==> config.mk <==
export PLATFORM = sky130hd
export DESIGN_NAME = acc_top
export DESIGN_NICKNAME = d
export VERILOG_FILES = /design/src/acc_pkg.sv /design/src/acc_top.sv
export SDC_FILE = /design/constraint.sdc
export NUM_CORES = 1
export LEC_CHECK = 0
export BUFFER_PORTS_ARGS = -buffer_cell sky130_fd_sc_hd__buf_2
export CAP_MARGIN = 25
export CORE_AREA = 3 3 72 100
export CTS_BUF_LIST = sky130_fd_sc_hd__clkbuf_8 sky130_fd_sc_hd__clkbuf_16
export CTS_CLUSTER_SIZE = 8
export DETAILED_ROUTE_END_ITERATION = 16
export DIE_AREA = 0 0 75 103
export MAX_ROUTING_LAYER = met4
export PLACE_DENSITY = 0.83
export SLEW_MARGIN = 10
export SYNTH_ARGS = -nofsm -noshare
export SYNTH_HDL_FRONTEND = slang
export SYNTH_SLANG_ARGS = --single-unit
==> constraint.sdc <==
create_clock -name pclk -period 3.2 [get_ports pclk]
set_input_delay 0.16 -clock pclk [delete_from_list [all_inputs] [get_ports pclk]]
set_output_delay 0.16 -clock pclk [all_outputs]
set_load 0.05 [all_outputs]
==> src/acc_pkg.sv <==
package acc_pkg;
  localparam int ACC_NCH = 3;
  // Register byte addresses
  localparam logic [7:0] ACC_OFF_CTRL1 = 8'h00;
  localparam logic [7:0] ACC_OFF_CTRL2 = 8'h04;
  localparam logic [7:0] ACC_OFF_CTRL3 = 8'h08;
  localparam logic [7:0] ACC_OFF_STAT = 8'h0c;
  localparam logic [7:0] ACC_OFF_FLAG = 8'h10;
  localparam logic [7:0] ACC_OFF_IRQ_STS = 8'h14;
  localparam logic [7:0] ACC_OFF_IRQ_MSK = 8'h18;
  // Control register fields
  localparam int ACC_B_ENABLE = 7;
  localparam int ACC_B_DRIVE = 6;
  localparam int ACC_B_INVERT = 5;
  localparam int ACC_B_EDGE_HI = 4;
  localparam int ACC_B_EDGE_LO = 3;
  localparam int ACC_B_PLUS = 2;
  localparam int ACC_B_MINUS_HI = 1;
  localparam int ACC_B_MINUS_LO = 0;
  localparam int ACC_B_RESULT_LO = 5;
  localparam logic [7:0] ACC_CTRL_RST = 8'h00;
  localparam logic [2:0] ACC_FLAG_RST = 3'h0;
  localparam logic [2:0] ACC_RES_RST = 3'h0;
  // Edge select codes
  localparam logic [1:0] ACC_EDGE_NONE = 2'h0;
  localparam logic [1:0] ACC_EDGE_RISE = 2'h1;
  localparam logic [1:0] ACC_EDGE_FALL = 2'h2;
  localparam logic [1:0] ACC_EDGE_ANY = 2'h3;
  // Minus select codes
  localparam logic [1:0] ACC_MINUS_OWN_B = 2'h0;
  localparam logic [1:0] ACC_MINUS_OWN_C = 2'h1;
  localparam logic [1:0] ACC_MINUS_EXTRA = 2'h2;
  localparam logic [1:0] ACC_MINUS_BGAP = 2'h3;
  // Source code driven to the analog input multiplexer
  typedef enum logic [2:0] {
    ACC_SRC_OWN_B = 3'h0,
    ACC_SRC_OWN_C = 3'h1,
    ACC_SRC_SHARED_B = 3'h2,
    ACC_SRC_CH2_D = 3'h3,
    ACC_SRC_BGAP = 3'h4
  } acc_src_t;
endpackage

==> src/acc_top.sv <==
module acc_top
  import acc_pkg::*;
(
  input wire logic pclk,
  input wire logic presetn,
  input wire logic psel,
  input wire logic penable,
  input wire logic pwrite,
  input wire logic [7:0] paddr,
  input wire logic [31:0] pwdata,
  output logic [31:0] prdata,
  output logic pready,
  output logic pslverr,
  input wire logic [2:0] cmp_raw,
  input wire logic [2:0] pin_dir_input,
  output logic [2:0] cmp_enable,
  output logic [2:0] plus_ladder_sel,
  output logic [8:0] minus_src,
  output logic [2:0] channel_output_pin,
  output logic [2:0] channel_output_oe,
  output logic irq
);

  function automatic acc_src_t minus_decode(input logic [1:0] code, input int ch);
    acc_src_t s;
    s = ACC_SRC_OWN_B;
    unique case (code)
      ACC_MINUS_OWN_B: s = ACC_SRC_OWN_B;
      ACC_MINUS_OWN_C: s = ACC_SRC_OWN_C;
      ACC_MINUS_EXTRA: s = (ch == 1) ? ACC_SRC_CH2_D : ACC_SRC_SHARED_B;
      ACC_MINUS_BGAP: s = ACC_SRC_BGAP;
    endcase
    return s;
  endfunction

  logic [7:0] ctrl_reg [ACC_NCH];
  logic [2:0] sync1_reg, sync2_reg, result_reg, result_prev_reg, en_prev_reg;
  logic [2:0] flag_reg, irq_sts_reg, irq_msk_reg;
  logic [2:0] hit, auto_set, evt_set;
  logic [2:0] result_next;
  logic acc_take, wr_en;
  logic [31:0] rdata_next;
  logic err_next;

  // Answer one cycle into the access phase; the transfer completes there
  assign acc_take = psel && penable && pready;
  assign wr_en = acc_take && pwrite;

  always_comb begin
    rdata_next = 32'h0000_0000;
    err_next = 1'b0;
    unique case (paddr)
      ACC_OFF_CTRL1: rdata_next[7:0] = ctrl_reg[0];
      ACC_OFF_CTRL2: rdata_next[7:0] = ctrl_reg[1];
      ACC_OFF_CTRL3: rdata_next[7:0] = ctrl_reg[2];
      ACC_OFF_STAT: rdata_next[7:0] = {result_reg, 5'h00};
      ACC_OFF_FLAG: rdata_next[2:0] = flag_reg;
      ACC_OFF_IRQ_STS: rdata_next[2:0] = irq_sts_reg;
      ACC_OFF_IRQ_MSK: rdata_next[2:0] = irq_msk_reg;
      default: err_next = 1'b1;
    endcase
  end

  always_ff @(posedge pclk or negedge presetn) begin
    if (!presetn) begin
      pready <= 1'b0;
      prdata <= 32'h0000_0000;
      pslverr <= 1'b0;
    end else begin
      pready <= psel && penable && !pready;
      pslverr <= psel && penable && !pready && err_next;
      if (psel && penable && !pready && !pwrite) begin
        prdata <= rdata_next;
      end
    end
  end

  always_ff @(posedge pclk or negedge presetn) begin
    if (!presetn) begin
      for (int i = 0; i < ACC_NCH; i++) begin
        ctrl_reg[i] <= ACC_CTRL_RST;
      end
    end else if (wr_en) begin
      if (paddr == ACC_OFF_CTRL1) ctrl_reg[0] <= pwdata[7:0];
      if (paddr == ACC_OFF_CTRL2) ctrl_reg[1] <= pwdata[7:0];
      if (paddr == ACC_OFF_CTRL3) ctrl_reg[2] <= pwdata[7:0];
    end
  end

  always_ff @(posedge pclk or negedge presetn) begin
    if (!presetn) begin
      sync1_reg <= ACC_RES_RST;
      sync2_reg <= ACC_RES_RST;
    end else begin
      // Raw bits may move at any time; only the second stage is read onward
      sync1_reg <= cmp_raw;
      sync2_reg <= sync1_reg;
    end
  end

  always_comb begin
    for (int i = 0; i < ACC_NCH; i++) begin
      // held low when off, then inverted
      result_next[i] = (ctrl_reg[i][ACC_B_ENABLE] & sync2_reg[i]) ^ ctrl_reg[i][ACC_B_INVERT];
    end
  end

  // Events compare against last cycle's result and also need the enable held from last cycle,
  // so the very first enabled cycle is not counted as a change.
  always_comb begin
    for (int i = 0; i < ACC_NCH; i++) begin
      hit[i] = 1'b0;
      if (ctrl_reg[i][ACC_B_ENABLE] && en_prev_reg[i]) begin
        unique case (ctrl_reg[i][ACC_B_EDGE_HI:ACC_B_EDGE_LO])
          ACC_EDGE_NONE: hit[i] = 1'b0;
          ACC_EDGE_RISE: hit[i] = result_reg[i] & ~result_prev_reg[i];
          ACC_EDGE_FALL: hit[i] = ~result_reg[i] & result_prev_reg[i];
          ACC_EDGE_ANY: hit[i] = result_reg[i] ^ result_prev_reg[i];
        endcase
      end
    end
    // selecting any-change mode raises the flag
    auto_set = 3'h0;
    if (wr_en && pwdata[ACC_B_EDGE_HI:ACC_B_EDGE_LO] == ACC_EDGE_ANY) begin
      auto_set[0] = (paddr == ACC_OFF_CTRL1);
      auto_set[1] = (paddr == ACC_OFF_CTRL2);
      auto_set[2] = (paddr == ACC_OFF_CTRL3);
    end
    evt_set = hit | auto_set;
  end

  always_ff @(posedge pclk or negedge presetn) begin
    if (!presetn) begin
      result_reg <= ACC_RES_RST;
      result_prev_reg <= ACC_RES_RST;
      en_prev_reg <= 3'h0;
    end else begin
      result_reg <= result_next;
      result_prev_reg <= result_reg;
      en_prev_reg <= {ctrl_reg[2][ACC_B_ENABLE], ctrl_reg[1][ACC_B_ENABLE], ctrl_reg[0][ACC_B_ENABLE]};
    end
  end

  // flags follow the write; a new event wins over a clear
  always_ff @(posedge pclk or negedge presetn) begin
    if (!presetn) begin
      flag_reg <= ACC_FLAG_RST;
    end else if (wr_en && paddr == ACC_OFF_FLAG) begin
      flag_reg <= pwdata[2:0] | evt_set;
    end else begin
      flag_reg <= flag_reg | evt_set;
    end
  end

  // Interrupt status is write-one-to-clear, separate from the flags above
  always_ff @(posedge pclk or negedge presetn) begin
    if (!presetn) begin
      irq_sts_reg <= ACC_FLAG_RST;
      irq_msk_reg <= ACC_FLAG_RST;
      irq <= 1'b0;
    end else begin
      if (wr_en && paddr == ACC_OFF_IRQ_STS) begin
        irq_sts_reg <= (irq_sts_reg & ~pwdata[2:0]) | evt_set;
      end else begin
        irq_sts_reg <= irq_sts_reg | evt_set;
      end
      if (wr_en && paddr == ACC_OFF_IRQ_MSK) begin
        irq_msk_reg <= pwdata[2:0];
      end
      // Registered for a clean pin, so the line lags the status by one cycle
      irq <= |(irq_sts_reg & irq_msk_reg);
    end
  end

  // Analog side controls, registered so every output leaves a flop
  always_ff @(posedge pclk or negedge presetn) begin
    if (!presetn) begin
      cmp_enable <= 3'h0;
      plus_ladder_sel <= 3'h0;
      minus_src <= 9'h000;
      channel_output_pin <= 3'h0;
      channel_output_oe <= 3'h0;
    end else begin
      for (int i = 0; i < ACC_NCH; i++) begin
        cmp_enable[i] <= ctrl_reg[i][ACC_B_ENABLE];
        plus_ladder_sel[i] <= ctrl_reg[i][ACC_B_PLUS];
        minus_src[3*i +: 3] <= minus_decode(ctrl_reg[i][ACC_B_MINUS_HI:ACC_B_MINUS_LO], i);
        channel_output_pin[i] <= ctrl_reg[i][ACC_B_DRIVE] & result_next[i];
        // direction bit still gates the driver
        channel_output_oe[i] <= ctrl_reg[i][ACC_B_DRIVE] & ~pin_dir_input[i];
      end
    end
  end

  AST_CTRL_WR: assert property (@(posedge pclk) disable iff (!presetn)
    wr_en && paddr == ACC_OFF_CTRL1 |=> ctrl_reg[0] == $past(pwdata[7:0]) ##1 cmp_enable[0] == $past(pwdata[7], 2))
    else $error("control write not applied");

  // pin copy equals the polarity-adjusted result
  AST_INV: assert property (@(posedge pclk) disable iff (!presetn)
    ctrl_reg[0][ACC_B_DRIVE] && $stable(ctrl_reg[0]) |=> channel_output_pin[0] == result_reg[0])
    else $error("pin result differs from status result");

  // disabled channel reads as its polarity bit
  AST_OFF_LOW: assert property (@(posedge pclk) disable iff (!presetn)
    !ctrl_reg[1][ACC_B_ENABLE] |=> result_reg[1] == $past(ctrl_reg[1][ACC_B_INVERT]))
    else $error("disabled channel result not held");

  // result follows the raw input three flops later
  AST_SYNC: assert property (@(posedge pclk) disable iff (!presetn)
    ctrl_reg[0] == 8'h80 [*4] |-> result_reg[0] == $past(cmp_raw[0], 3))
    else $error("synchroniser latency wrong");

  AST_RISE: assert property (@(posedge pclk) disable iff (!presetn)
    ctrl_reg[2][7:3] == 5'h11 && en_prev_reg[2] && $rose(result_reg[2]) |=> flag_reg[2] && irq_sts_reg[2])
    else $error("rise event missed");

  AST_NONE: assert property (@(posedge pclk) disable iff (!presetn)
    ctrl_reg[0][ACC_B_EDGE_HI:ACC_B_EDGE_LO] == ACC_EDGE_NONE && !auto_set[0] |-> !hit[0])
    else $error("event in disabled mode");

  AST_AUTO: assert property (@(posedge pclk) disable iff (!presetn)
    wr_en && paddr == ACC_OFF_CTRL2 && pwdata[4:3] == ACC_EDGE_ANY |=> flag_reg[1])
    else $error("any-change selection did not set flag");

  // writing zero clears without a concurrent event
  AST_FLAG_CLR: assert property (@(posedge pclk) disable iff (!presetn)
    wr_en && paddr == ACC_OFF_FLAG && evt_set == 3'h0 |=> flag_reg == $past(pwdata[2:0]))
    else $error("flag write wrong");

  AST_STAT: assert property (@(posedge pclk) disable iff (!presetn)
    psel && penable && !pready && !pwrite && paddr == ACC_OFF_STAT |=> prdata[4:0] == 5'h00 && pready)
    else $error("status low bits not zero");

  AST_OE: assert property (@(posedge pclk) disable iff (!presetn)
    1'b1 |=> channel_output_oe[2] == ($past(ctrl_reg[2][ACC_B_DRIVE]) && !$past(pin_dir_input[2])))
    else $error("output enable wrong");

  AST_MASKED: assert property (@(posedge pclk) disable iff (!presetn)
    hit[0] && !irq_msk_reg[0] |=> flag_reg[0] ##1 !irq || irq_sts_reg[1] || irq_sts_reg[2])
    else $error("masked event lost");

  AST_IRQ_LVL: assert property (@(posedge pclk) disable iff (!presetn)
    1'b1 |=> irq == $past(|(irq_sts_reg & irq_msk_reg)))
    else $error("interrupt line wrong");

  AST_READY_PULSE: assert property (@(posedge pclk) disable iff (!presetn)
    pready |=> !pready)
    else $error("ready longer than one cycle");

  AST_EN_OUT: assert property (@(posedge pclk) disable iff (!presetn)
    1'b1 |=> cmp_enable ==
    $past({ctrl_reg[2][ACC_B_ENABLE], ctrl_reg[1][ACC_B_ENABLE], ctrl_reg[0][ACC_B_ENABLE]}))
    else $error("comparator enable wrong");

  AST_PLUS: assert property (@(posedge pclk) disable iff (!presetn)
    1'b1 |=> plus_ladder_sel[1] == $past(ctrl_reg[1][ACC_B_PLUS]))
    else $error("plus source select wrong");

  AST_MINUS_C1: assert property (@(posedge pclk) disable iff (!presetn)
    ctrl_reg[0][ACC_B_MINUS_HI:ACC_B_MINUS_LO] == ACC_MINUS_EXTRA |=> minus_src[2:0] == ACC_SRC_SHARED_B)
    else $error("channel one extra source wrong");

  AST_MINUS_C2: assert property (@(posedge pclk) disable iff (!presetn)
    ctrl_reg[1][ACC_B_MINUS_HI:ACC_B_MINUS_LO] == ACC_MINUS_EXTRA |=> minus_src[5:3] == ACC_SRC_CH2_D)
    else $error("channel two extra source wrong");

  AST_MINUS_BGAP: assert property (@(posedge pclk) disable iff (!presetn)
    ctrl_reg[2][ACC_B_MINUS_HI:ACC_B_MINUS_LO] == ACC_MINUS_BGAP |=> minus_src[8:6] == ACC_SRC_BGAP)
    else $error("bandgap source wrong");

  AST_PIN_OFF: assert property (@(posedge pclk) disable iff (!presetn)
    !ctrl_reg[0][ACC_B_DRIVE] |=> !channel_output_pin[0] && !channel_output_oe[0])
    else $error("pin driven while internal only");

  AST_QUIET: assert property (@(posedge pclk) disable iff (!presetn)
    !(ctrl_reg[2][ACC_B_ENABLE] && en_prev_reg[2]) |-> !hit[2])
    else $error("event on disabled channel");

  AST_FALL: assert property (@(posedge pclk) disable iff (!presetn)
    ctrl_reg[0][ACC_B_ENABLE] && en_prev_reg[0] && ctrl_reg[0][ACC_B_EDGE_HI:ACC_B_EDGE_LO] == ACC_EDGE_FALL &&
    $fell(result_reg[0]) |=> flag_reg[0] && irq_sts_reg[0])
    else $error("fall event missed");

  AST_SET_WINS: assert property (@(posedge pclk) disable iff (!presetn)
    wr_en && paddr == ACC_OFF_FLAG |=> (flag_reg & $past(evt_set)) == $past(evt_set))
    else $error("event lost under flag write");

  AST_W1C: assert property (@(posedge pclk) disable iff (!presetn)
    wr_en && paddr == ACC_OFF_IRQ_STS && evt_set == 3'h0 |=>
    irq_sts_reg == ($past(irq_sts_reg) & ~$past(pwdata[2:0])))
    else $error("interrupt status clear wrong");

  AST_STAT_HI: assert property (@(posedge pclk) disable iff (!presetn)
    psel && penable && !pready && !pwrite && paddr == ACC_OFF_STAT |=> prdata[7:5] == $past(result_reg))
    else $error("status result bits wrong");

  COV_RISE: cover property (@(posedge pclk) disable iff (!presetn) hit[0] && result_reg[0]);
  COV_FALL: cover property (@(posedge pclk) disable iff (!presetn) hit[1] && !result_reg[1]);
  COV_IRQ: cover property (@(posedge pclk) disable iff (!presetn) $rose(irq));
  COV_ERR: cover property (@(posedge pclk) disable iff (!presetn) pslverr);
  COV_AUTO: cover property (@(posedge pclk) disable iff (!presetn) auto_set[1]);

endmodule // acc_top

Yosys cells after proc, flatten, opt, wreduce, memory -nomap -nowiden --
Index checks and enable logic that the tools add are counted.
Word-level totals: register bits 77, output and inout port bits 56, input bits 51
Operators by class: bitwise gates (word level) 38, reductions and logical operators 27, muxes and demuxes 15, eq/ne operators 25
Operator list (number):
- $pmux W3 S4 | 3
- $eq A2 B2 Y1 const B | 13
- $eq A8 B5 Y1 const B | 3
- $pmux W5 S4 | 1
- $pmux W3 S6 | 1
- $eq A8 B4 Y1 const B | 2
- $and A1 B1 Y1 | 15
- $or A3 B3 Y3 | 5
- $logic_and A1 B1 Y1 | 13
- $eq A2 B1 Y1 const B | 6
- $logic_not A2 Y1 | 6
- $pmux W1 S4 | 3
- $mux W3 | 3
- $not A1 Y1 | 9
- $eq A8 B3 Y1 const B | 1
- $logic_not A8 Y1 | 1
- $reduce_or A7 Y1 | 1
- $and A3 B3 Y3 | 2
- $reduce_and A2 Y1 | 3
- $xor A1 B1 Y1 | 6
- $mux W1 | 4
- $not A3 Y3 | 1
- $reduce_or A3 Y1 | 1
- $logic_not A1 Y1 | 2

Longest topological paths before layout --
Gate-level depths: netlist (run 1).
word-level depth 8, depth in mapped cells 6, depth with buffers taken out 6

Worst setup path before layout (run 1) --
Ideal clock, no wire load.
path kind reg-to-reg, from reg pready, to reg ctrl_reg[21] in the netlist's numbering, clock period less this slack 1746 ps, required time 3072 ps, path buffers 0, arrival time 1618 ps, cell stages (with the launch flop) 5, path slack 1454 ps, path through dfrtp_1 > nand4_1 > nor2_4 > nand2_4 > mux2_1
Between the ends: word-level cells in the longest chain between the ends 3
RTL lines:
- start: declaration | line acc_top.sv:12 | output logic pready,
- start signal: assignment | line acc_top.sv:70 | pready <= psel && penable && !pready;
- $logic_and A1 B1 Y1 | line acc_top.sv:46 | assign acc_take = psel && penable && pready;
- $logic_and A1 B1 Y1 | line acc_top.sv:47 | assign wr_en = acc_take && pwrite;
- $reduce_and A2 Y1 (no source line)
- end: declaration | line acc_top.sv:36 | logic [7:0] ctrl_reg [ACC_NCH];
No other way between the ends. A chain may end at the register's enable or synchronous reset.

Final worst setup path (run 1) --
from reg pready, to reg prdata[4]
Between the ends: word-level cells in the longest chain between the ends 3
RTL lines:
- $logic_not A1 Y1 | line acc_top.sv:72 | if (psel && penable && !pready && !pwrite) begin
- $logic_and A1 B1 Y1 (2 in series) | line acc_top.sv:72
- end signal: assignment | line acc_top.sv:73 | prdata <= rdata_next;
- end: declaration | line acc_top.sv:11 | output logic [31:0] prdata,
No other way between the ends.

==> impl_metrics.csv, run 1 <==
group,metric,value,unit
clocking,cts-buffers-inserted,9,
setup_path,cp_slowest_cell,"or3_1",
route,m1WireLength,2600,um
placement,dp_hpwl,4940,um
outcome,outcome,"complete, no violations",
power_and_ir_drop,p_seq_frac,0.509,
final_layout,largest_reg_flops,24,
timing,fin_crit_sh,0.496,
final_layout,final_nets,405,
timing,layout_setup_ws,1.61,ns
logic_synthesis,yosysWarnings,0,
setup_path,cp-end-kind,"flop",
logic_synthesis,syn-mean-instance-area,12.6,um2
global_routing,track_usage,0.202,
die,die_w,75,um
timing,tightestPinTransition,0.710,ns
final_layout,fillers,484,
placement,finalWeightedCongestion,0.861,
logic_synthesis,synth_area_leaders,"dfrtp_1, mux2_2, buf_4",
setup_path,crit_chain,"or3_1 -> or3_1 -> o21ai_0",
placement,port_buffers,58,
final_layout,final_cell_area,4050,um2
route,drc,0,
logic_synthesis,ys_ff_latch,77,
route,drt-initial-drc-count,172,
setup_path,crit_top_cell,"or3_1",
clocking,clock_latency,0.35,ns
final_layout,n_antenna_cell,0,
logic_synthesis,synth_ff_type,"dfrtp_1",
power_and_ir_drop,p_total,1.93,mW
placement,placed_area,3740,um2
die,dieHeight,103,um
timing,finalHoldViolations,0,
logic_synthesis,seq_area_frac_synth,0.556,
die,die_area,7730,um2
route,wl_met2,3740,um
setup_path,arrival,1.85,ns
timing,rsz0062_at_grt,"no",
clocking,clk_pin_slew,0.07,ns
setup_path,worst-setup-path-type,"flop to flop",
power_and_ir_drop,p_leak,2.12,nW
timing,setup_violations,0,
setup_path,start_kind,"flop",
final_layout,area_delta_synth_final,16.8,%
setup_path,worstPathRequired,3.47,ns
route,route.vias.total,2335,
timing,slew_headroom,0.523,
timing,timing.fmax,630,MHz
power_and_ir_drop,switching_share,0.249,
logic_synthesis,ys_top_cells_by_count,"dfrtp_1, mux2_2, buf_4",
logic_synthesis,synthDominantCellAreaShare,0.556,
clocking,clockRootBuffer,"clkbuf_8",
route,wl,6960,um
power_and_ir_drop,clockPowerShare,0.404,
die,start_util,0.547,
min_path,hold_class,"primary input to flop",
global_routing,grt_pass1_wl,11000,um
logic_synthesis,synth.most_common_cell,"dfrtp_1",
power_and_ir_drop,vdd_drop_max,0.000487,V
final_layout,multiInputGateArea,1380,um2
clocking,cts-htree-levels,3,
logic_synthesis,synth-edff-count,0,
global_routing,overflow,0,
final_layout,layout-drive-gt1-share,0.326,
power_and_ir_drop,combPwrFrac,0.087,
logic_synthesis,netlist_instances,274,
logic_synthesis,async_flop_share,1.00,
power_and_ir_drop,powerDensity,478,nW/um2
placement,pre_cts_ws,1.42,ns
route,routed.top_layer,"met4",
clocking,cts_buffer_depth,2,
clocking,postCtsSetupRepairBufs,0,
route,ant_nets,0,
power_and_ir_drop,p_sw,0.483,mW
route,firstDrtPassIters,4,
logic_synthesis,syn-cell-area,3460,um2
setup_path,critPathMaxStageDelay,0.56,ns
global_routing,antenna_found_initial,0,
clocking,cts_tree,"yes",
clocking,cts.sinks,77,
die,ioPinCount,107,
setup_path,cp_max_fo,11,
timing,fin_skew,0.00843,ns
final_layout,register_area,1930,um2
logic_synthesis,synth_area_leader_cell,"dfrtp_1",
timing,period_needed,1.59,ns
timing,slew_viol_final,0,
global_routing,grt_pass1_vias,2309,
power_and_ir_drop,internal_power,1.45,mW
die,num_rows,34,
logic_synthesis,synth_cell_types,43,
global_routing,grt_max_degree,78,
flow_run,cap_violations,0,
timing,fin_setup_tns,0,ns
die,core-area,6340,um2
route,viasPerCell,5.53,
route,post_drt_wl_per_cell,16.5,um
route,wl_met3,402,um
-- timing repair --
item                      4_1_cts  5_1_grt
hold endpoints to repair       83        0
gates resized for setup         0        0
hold buffers                    7        0
-- layout make-up --
| cell class | count | share of cell area |
|---|---|---|
| Clock buffer | 9 | 0.0306 |
| Clock inverter | 6 | 0.0219 |
| Inverter | 12 | 0.0111 |
| Multi-Input combinational cell | 180 | 0.342 |
| Sequential cell | 77 | 0.476 |
| Tap cell | 72 | 0.0223 |
| Timing Repair Buffer | 66 | 0.0964 |
-- path summary, 6_finish.rpt --
check	end	from	slack (ns)	cells after the start
worst max-delay path	prdata[4]	pready	1.61	3
worst min-delay path	ctrl_reg[21]	pwdata[5]	0.05	2
worst max register to register	prdata[4]	pready	1.61	3
worst min register to register	sync2_reg[2]	sync1_reg[2]	0.35	0
max in group asynchronous	flag_reg[1]	presetn	2.42	3
min in group asynchronous	irq_msk_reg[0]	presetn	0.21	2
-- logic make-up after synthesis --
family | after synthesis | synth area share
flip-flops | 77 | 0.556
adder cells (fa/ha/maj) | 8 | 0.0289
AO/OA/AOI/OAI | 32 | 0.0654
AND/OR/NAND/NOR | 72 | 0.131
buffers and inverters | 40 | 0.0697
multiplexers | 41 | 0.140
other | 1 | 0.00108
XOR/XNOR | 3 | 0.00759
-- placed cells by master, fill, tap and decap left out, types with 3 or more instances in the layout --
cell / n
nand2_4: 3
and2_1: 6
clkbuf_8: 9
dlygate4sd3_1: 7
a32o_1: 6
xnor2_1: 3
nand3_1: 5
nand2_1: 16
nor2_1: 8
or3_1: 4
mux2_2: 28
buf_2: 57
ha_1: 8
o21ai_0: 6
inv_1: 11
dfrtp_1: 77
mux2i_1: 9
conb_1: 24
a21oi_1: 9
nand2b_1: 6
mux4_2: 3
nand4_1: 6
nor2b_1: 8
-- stage by stage --
| step | util | cells | hold slack, ns |
|---|---|---|---|
| 2_1_floorplan | - | 297 | -0.136 |
| 3_3_place_gp | 0.590 | 399 | 0.268 |
| 3_5_place_dp | 0.590 | 399 | 0.270 |
| 4_1_cts | 0.634 | 421 | 0.0372 |
| 5_1_grt | 0.639 | 422 | 0.0503 |
| 6_report | 0.639 | 422 | 0.0528 |
-- power groups by stage --
stage          Combinational, mW  Clock (mW)  Sequential (mW)
6_report                   0.168       0.782            0.985
5_1_grt                    0.181       0.839            0.986
2_1_floorplan              0.114           0             1.01
3_5_place_dp               0.157           0             1.00
3_3_place_gp               0.154           0             1.00
4_1_cts                    0.164       0.799            0.985
-- worst max-delay path: cells and delay by family, from the launching register on --
family	cells	cell delay [ns]
AOI/OAI and AO/OA	1	0.16
and+or+nand+nor	2	0.93
DFF	1	0.42
-- per-layer routing --
metal  global-route usage  up-vias
met5                    -        -
met4               0.0904        0
met3               0.0488       16
met2                0.348      100
met1                0.215     1158
li1                     -     1061
Note: power is estimated with default switching activity, not from simulation.
==> run 2: changes to the inputs <==
Settings changed: CORE_AREA 3 3 72 100 to 3 3 74 104, DIE_AREA 0 0 75 103 to 0 0 77 107, PLACE_DENSITY 0.83 to 0.78.
Clock period 3.2 ns to 1.54 ns, I/O delays scaled along.
==> impl_metrics.csv, run 2 (synthesized netlist as in run 1, its figures left out) <==
group,metric,value,unit
outcome,outcome,"complete, no violations",
timing,rsz0062_at_grt,"yes",
placement,port_buffers,58,
final_layout,area_delta_synth_final,22.5,%
power_and_ir_drop,clockPowerShare,0.404,
clocking,clock_latency,0.35,ns
power_and_ir_drop,p_sw,0.989,mW
power_and_ir_drop,combPwrFrac,0.093,
timing,finalHoldViolations,0,
final_layout,largest_reg_flops,24,
placement,pre_cts_ws,-0.0479,ns
power_and_ir_drop,p_leak,2.23,nW
setup_path,worstPathRequired,1.78,ns
route,viasPerCell,5.18,
route,route.vias.total,2411,
power_and_ir_drop,p_seq_frac,0.503,
timing,fin_crit_sh,0.981,
setup_path,cp_top_family,"simple AND/OR/NAND/NOR gates",
die,die_w,77,um
route,drc,0,
route,wl,7420,um
clocking,cts.sinks,77,
min_path,hold_class,"primary input to flop",
timing,period_needed,1.51,ns
power_and_ir_drop,powerDensity,959,nW/um2
clocking,cts-buffers-inserted,9,
flow_run,cap_violations,0,
timing,setup_violations,0,
global_routing,grt_pass1_vias,2438,
die,num_rows,36,
clocking,clk_pin_slew,0.08,ns
final_layout,final_nets,424,
setup_path,cp-end-kind,"flop",
placement,finalWeightedCongestion,0.869,
global_routing,overflow,0,
final_layout,layout-drive-gt1-share,0.351,
setup_path,cp_max_fo,8,
die,start_util,0.503,
final_layout,layout_commonest_cell,"dfrtp_1",
clocking,clockRootBuffer,"clkbuf_8",
setup_path,cp_slowest_cell,"dfrtp_2",
die,dieHeight,107,um
setup_path,start_kind,"flop",
global_routing,grt_max_degree,52,
setup_path,crit_chain,"nand4_1 -> nor2_4 -> nand2_4 -> mux2_4",
timing,timing.fmax,662,MHz
timing,slew_viol_final,0,
clocking,postCtsSetupRepairBufs,0,
route,ant_nets,0,
timing,layout_setup_ws,0.0290,ns
clocking,cts-htree-levels,3,
route,post_drt_wl_per_cell,16.0,um
route,firstDrtPassIters,4,
setup_path,critPathMaxStageDelay,0.40,ns
timing,whs,0.0240,ns
setup_path,path_buf_inv,0,
power_and_ir_drop,switching_share,0.243,
global_routing,track_usage,0.195,
die,die_area,8240,um2
power_and_ir_drop,vdd_drop_max,0.000642,V
die,core-area,6890,um2
global_routing,grt_pass1_wl,11800,um
setup_path,worst-setup-path-type,"flop to flop",
final_layout,fillers,566,
setup_path,arrival,1.75,ns
clocking,cts_tree,"yes",
power_and_ir_drop,internal_power,3.08,mW
global_routing,antenna_found_initial,0,
clocking,cts_buffer_depth,2,
die,ioPinCount,107,
timing,fin_skew,0.0118,ns
final_layout,layout_common_cells,"dfrtp_1, buf_2, mux2_2",
final_layout,n_antenna_cell,0,
placement,dp_hpwl,5400,um
route,drt-initial-drc-count,112,
==> run 2: cell types whose count changed in the layout (fill, tap and decap cells not counted), moves of 2 or more <==
cell | before | now
buf_4 | 1 | 15
clkinvlp_4 | 2 | 0
dlygate4sd3_1 | 7 | 12
inv_1 | 11 | 14
o21ai_0 | 6 | 2
o21ai_1 | 0 | 4
==> run 2: power by group through the flow <==
stage / registers [mW] / clock network, mW / logic (mW)
global placement: 2.09 / 0 / 0.347
finish: 2.05 / 1.64 / 0.378
global route: 2.05 / 1.75 / 0.403
CTS: 2.05 / 1.67 / 0.377
detailed placement: 2.09 / 0 / 0.351
floorplan: 2.10 / 0 / 0.239
==> run 2: stage by stage <==
step	std cells	utilization	instance area, um2	TNS (ns)	total power, mW
global placement	437	0.565	3890	-0.0532	2.43
CTS	465	0.615	4240	0	4.10
global route	465	0.616	4240	-0.526	4.20
finish	465	0.616	4240	0	4.07
detailed placement	437	0.565	3890	-0.405	2.44
floorplan	297	-	3560	-0.00327	2.34
==> run 2: worst paths after layout <==
check	from	end	slack [ns]	depth (start not counted)
setup / recovery	pready	ctrl_reg[21]	0.03	4
hold / removal	psel	pslverr	0.02	3
setup reg to reg	pready	ctrl_reg[21]	0.03	4
hold reg to reg	sync1_reg[0]	sync2_reg[0]	0.35	0
max in group asynchronous	presetn	ctrl_reg[19]	0.78	3
min in group asynchronous	presetn	irq_msk_reg[2]	0.18	2
==> run 2: worst min-delay path: stages <==
cell and delay, ns:
buf_2 0.11, nand2_1 0.09, a311oi_1 0.05
==> run 2: timing repair <==
item                       CTS  global route
hold buffers                12             0
hold endpoints to repair    42             0
resized for setup            1             4
pin swaps                    0             4
setup endpoints to repair    1            27
==> run 2: cell type report <==
class / count / area [um2] / share of cell area
Clock inverter: 6 / 80.1 / 0.0189
Sequential cell: 77 / 1930 / 0.454
Multi-Input combinational cell: 180 / 1400 / 0.329
Tap cell: 95 / 119 / 0.0280
Inverter: 12 / 45.0 / 0.0106
Clock buffer: 10 / 138 / 0.0324
Timing Repair Buffer: 85 / 538 / 0.127
==> run 2: routing by layer <==
layer | track usage | share of wire
met1 | 0.193 | 0.37
met5 | - | 0
met3 | 0.0437 | 0.053
met2 | 0.347 | 0.53
met4 | 0.117 | 0.046
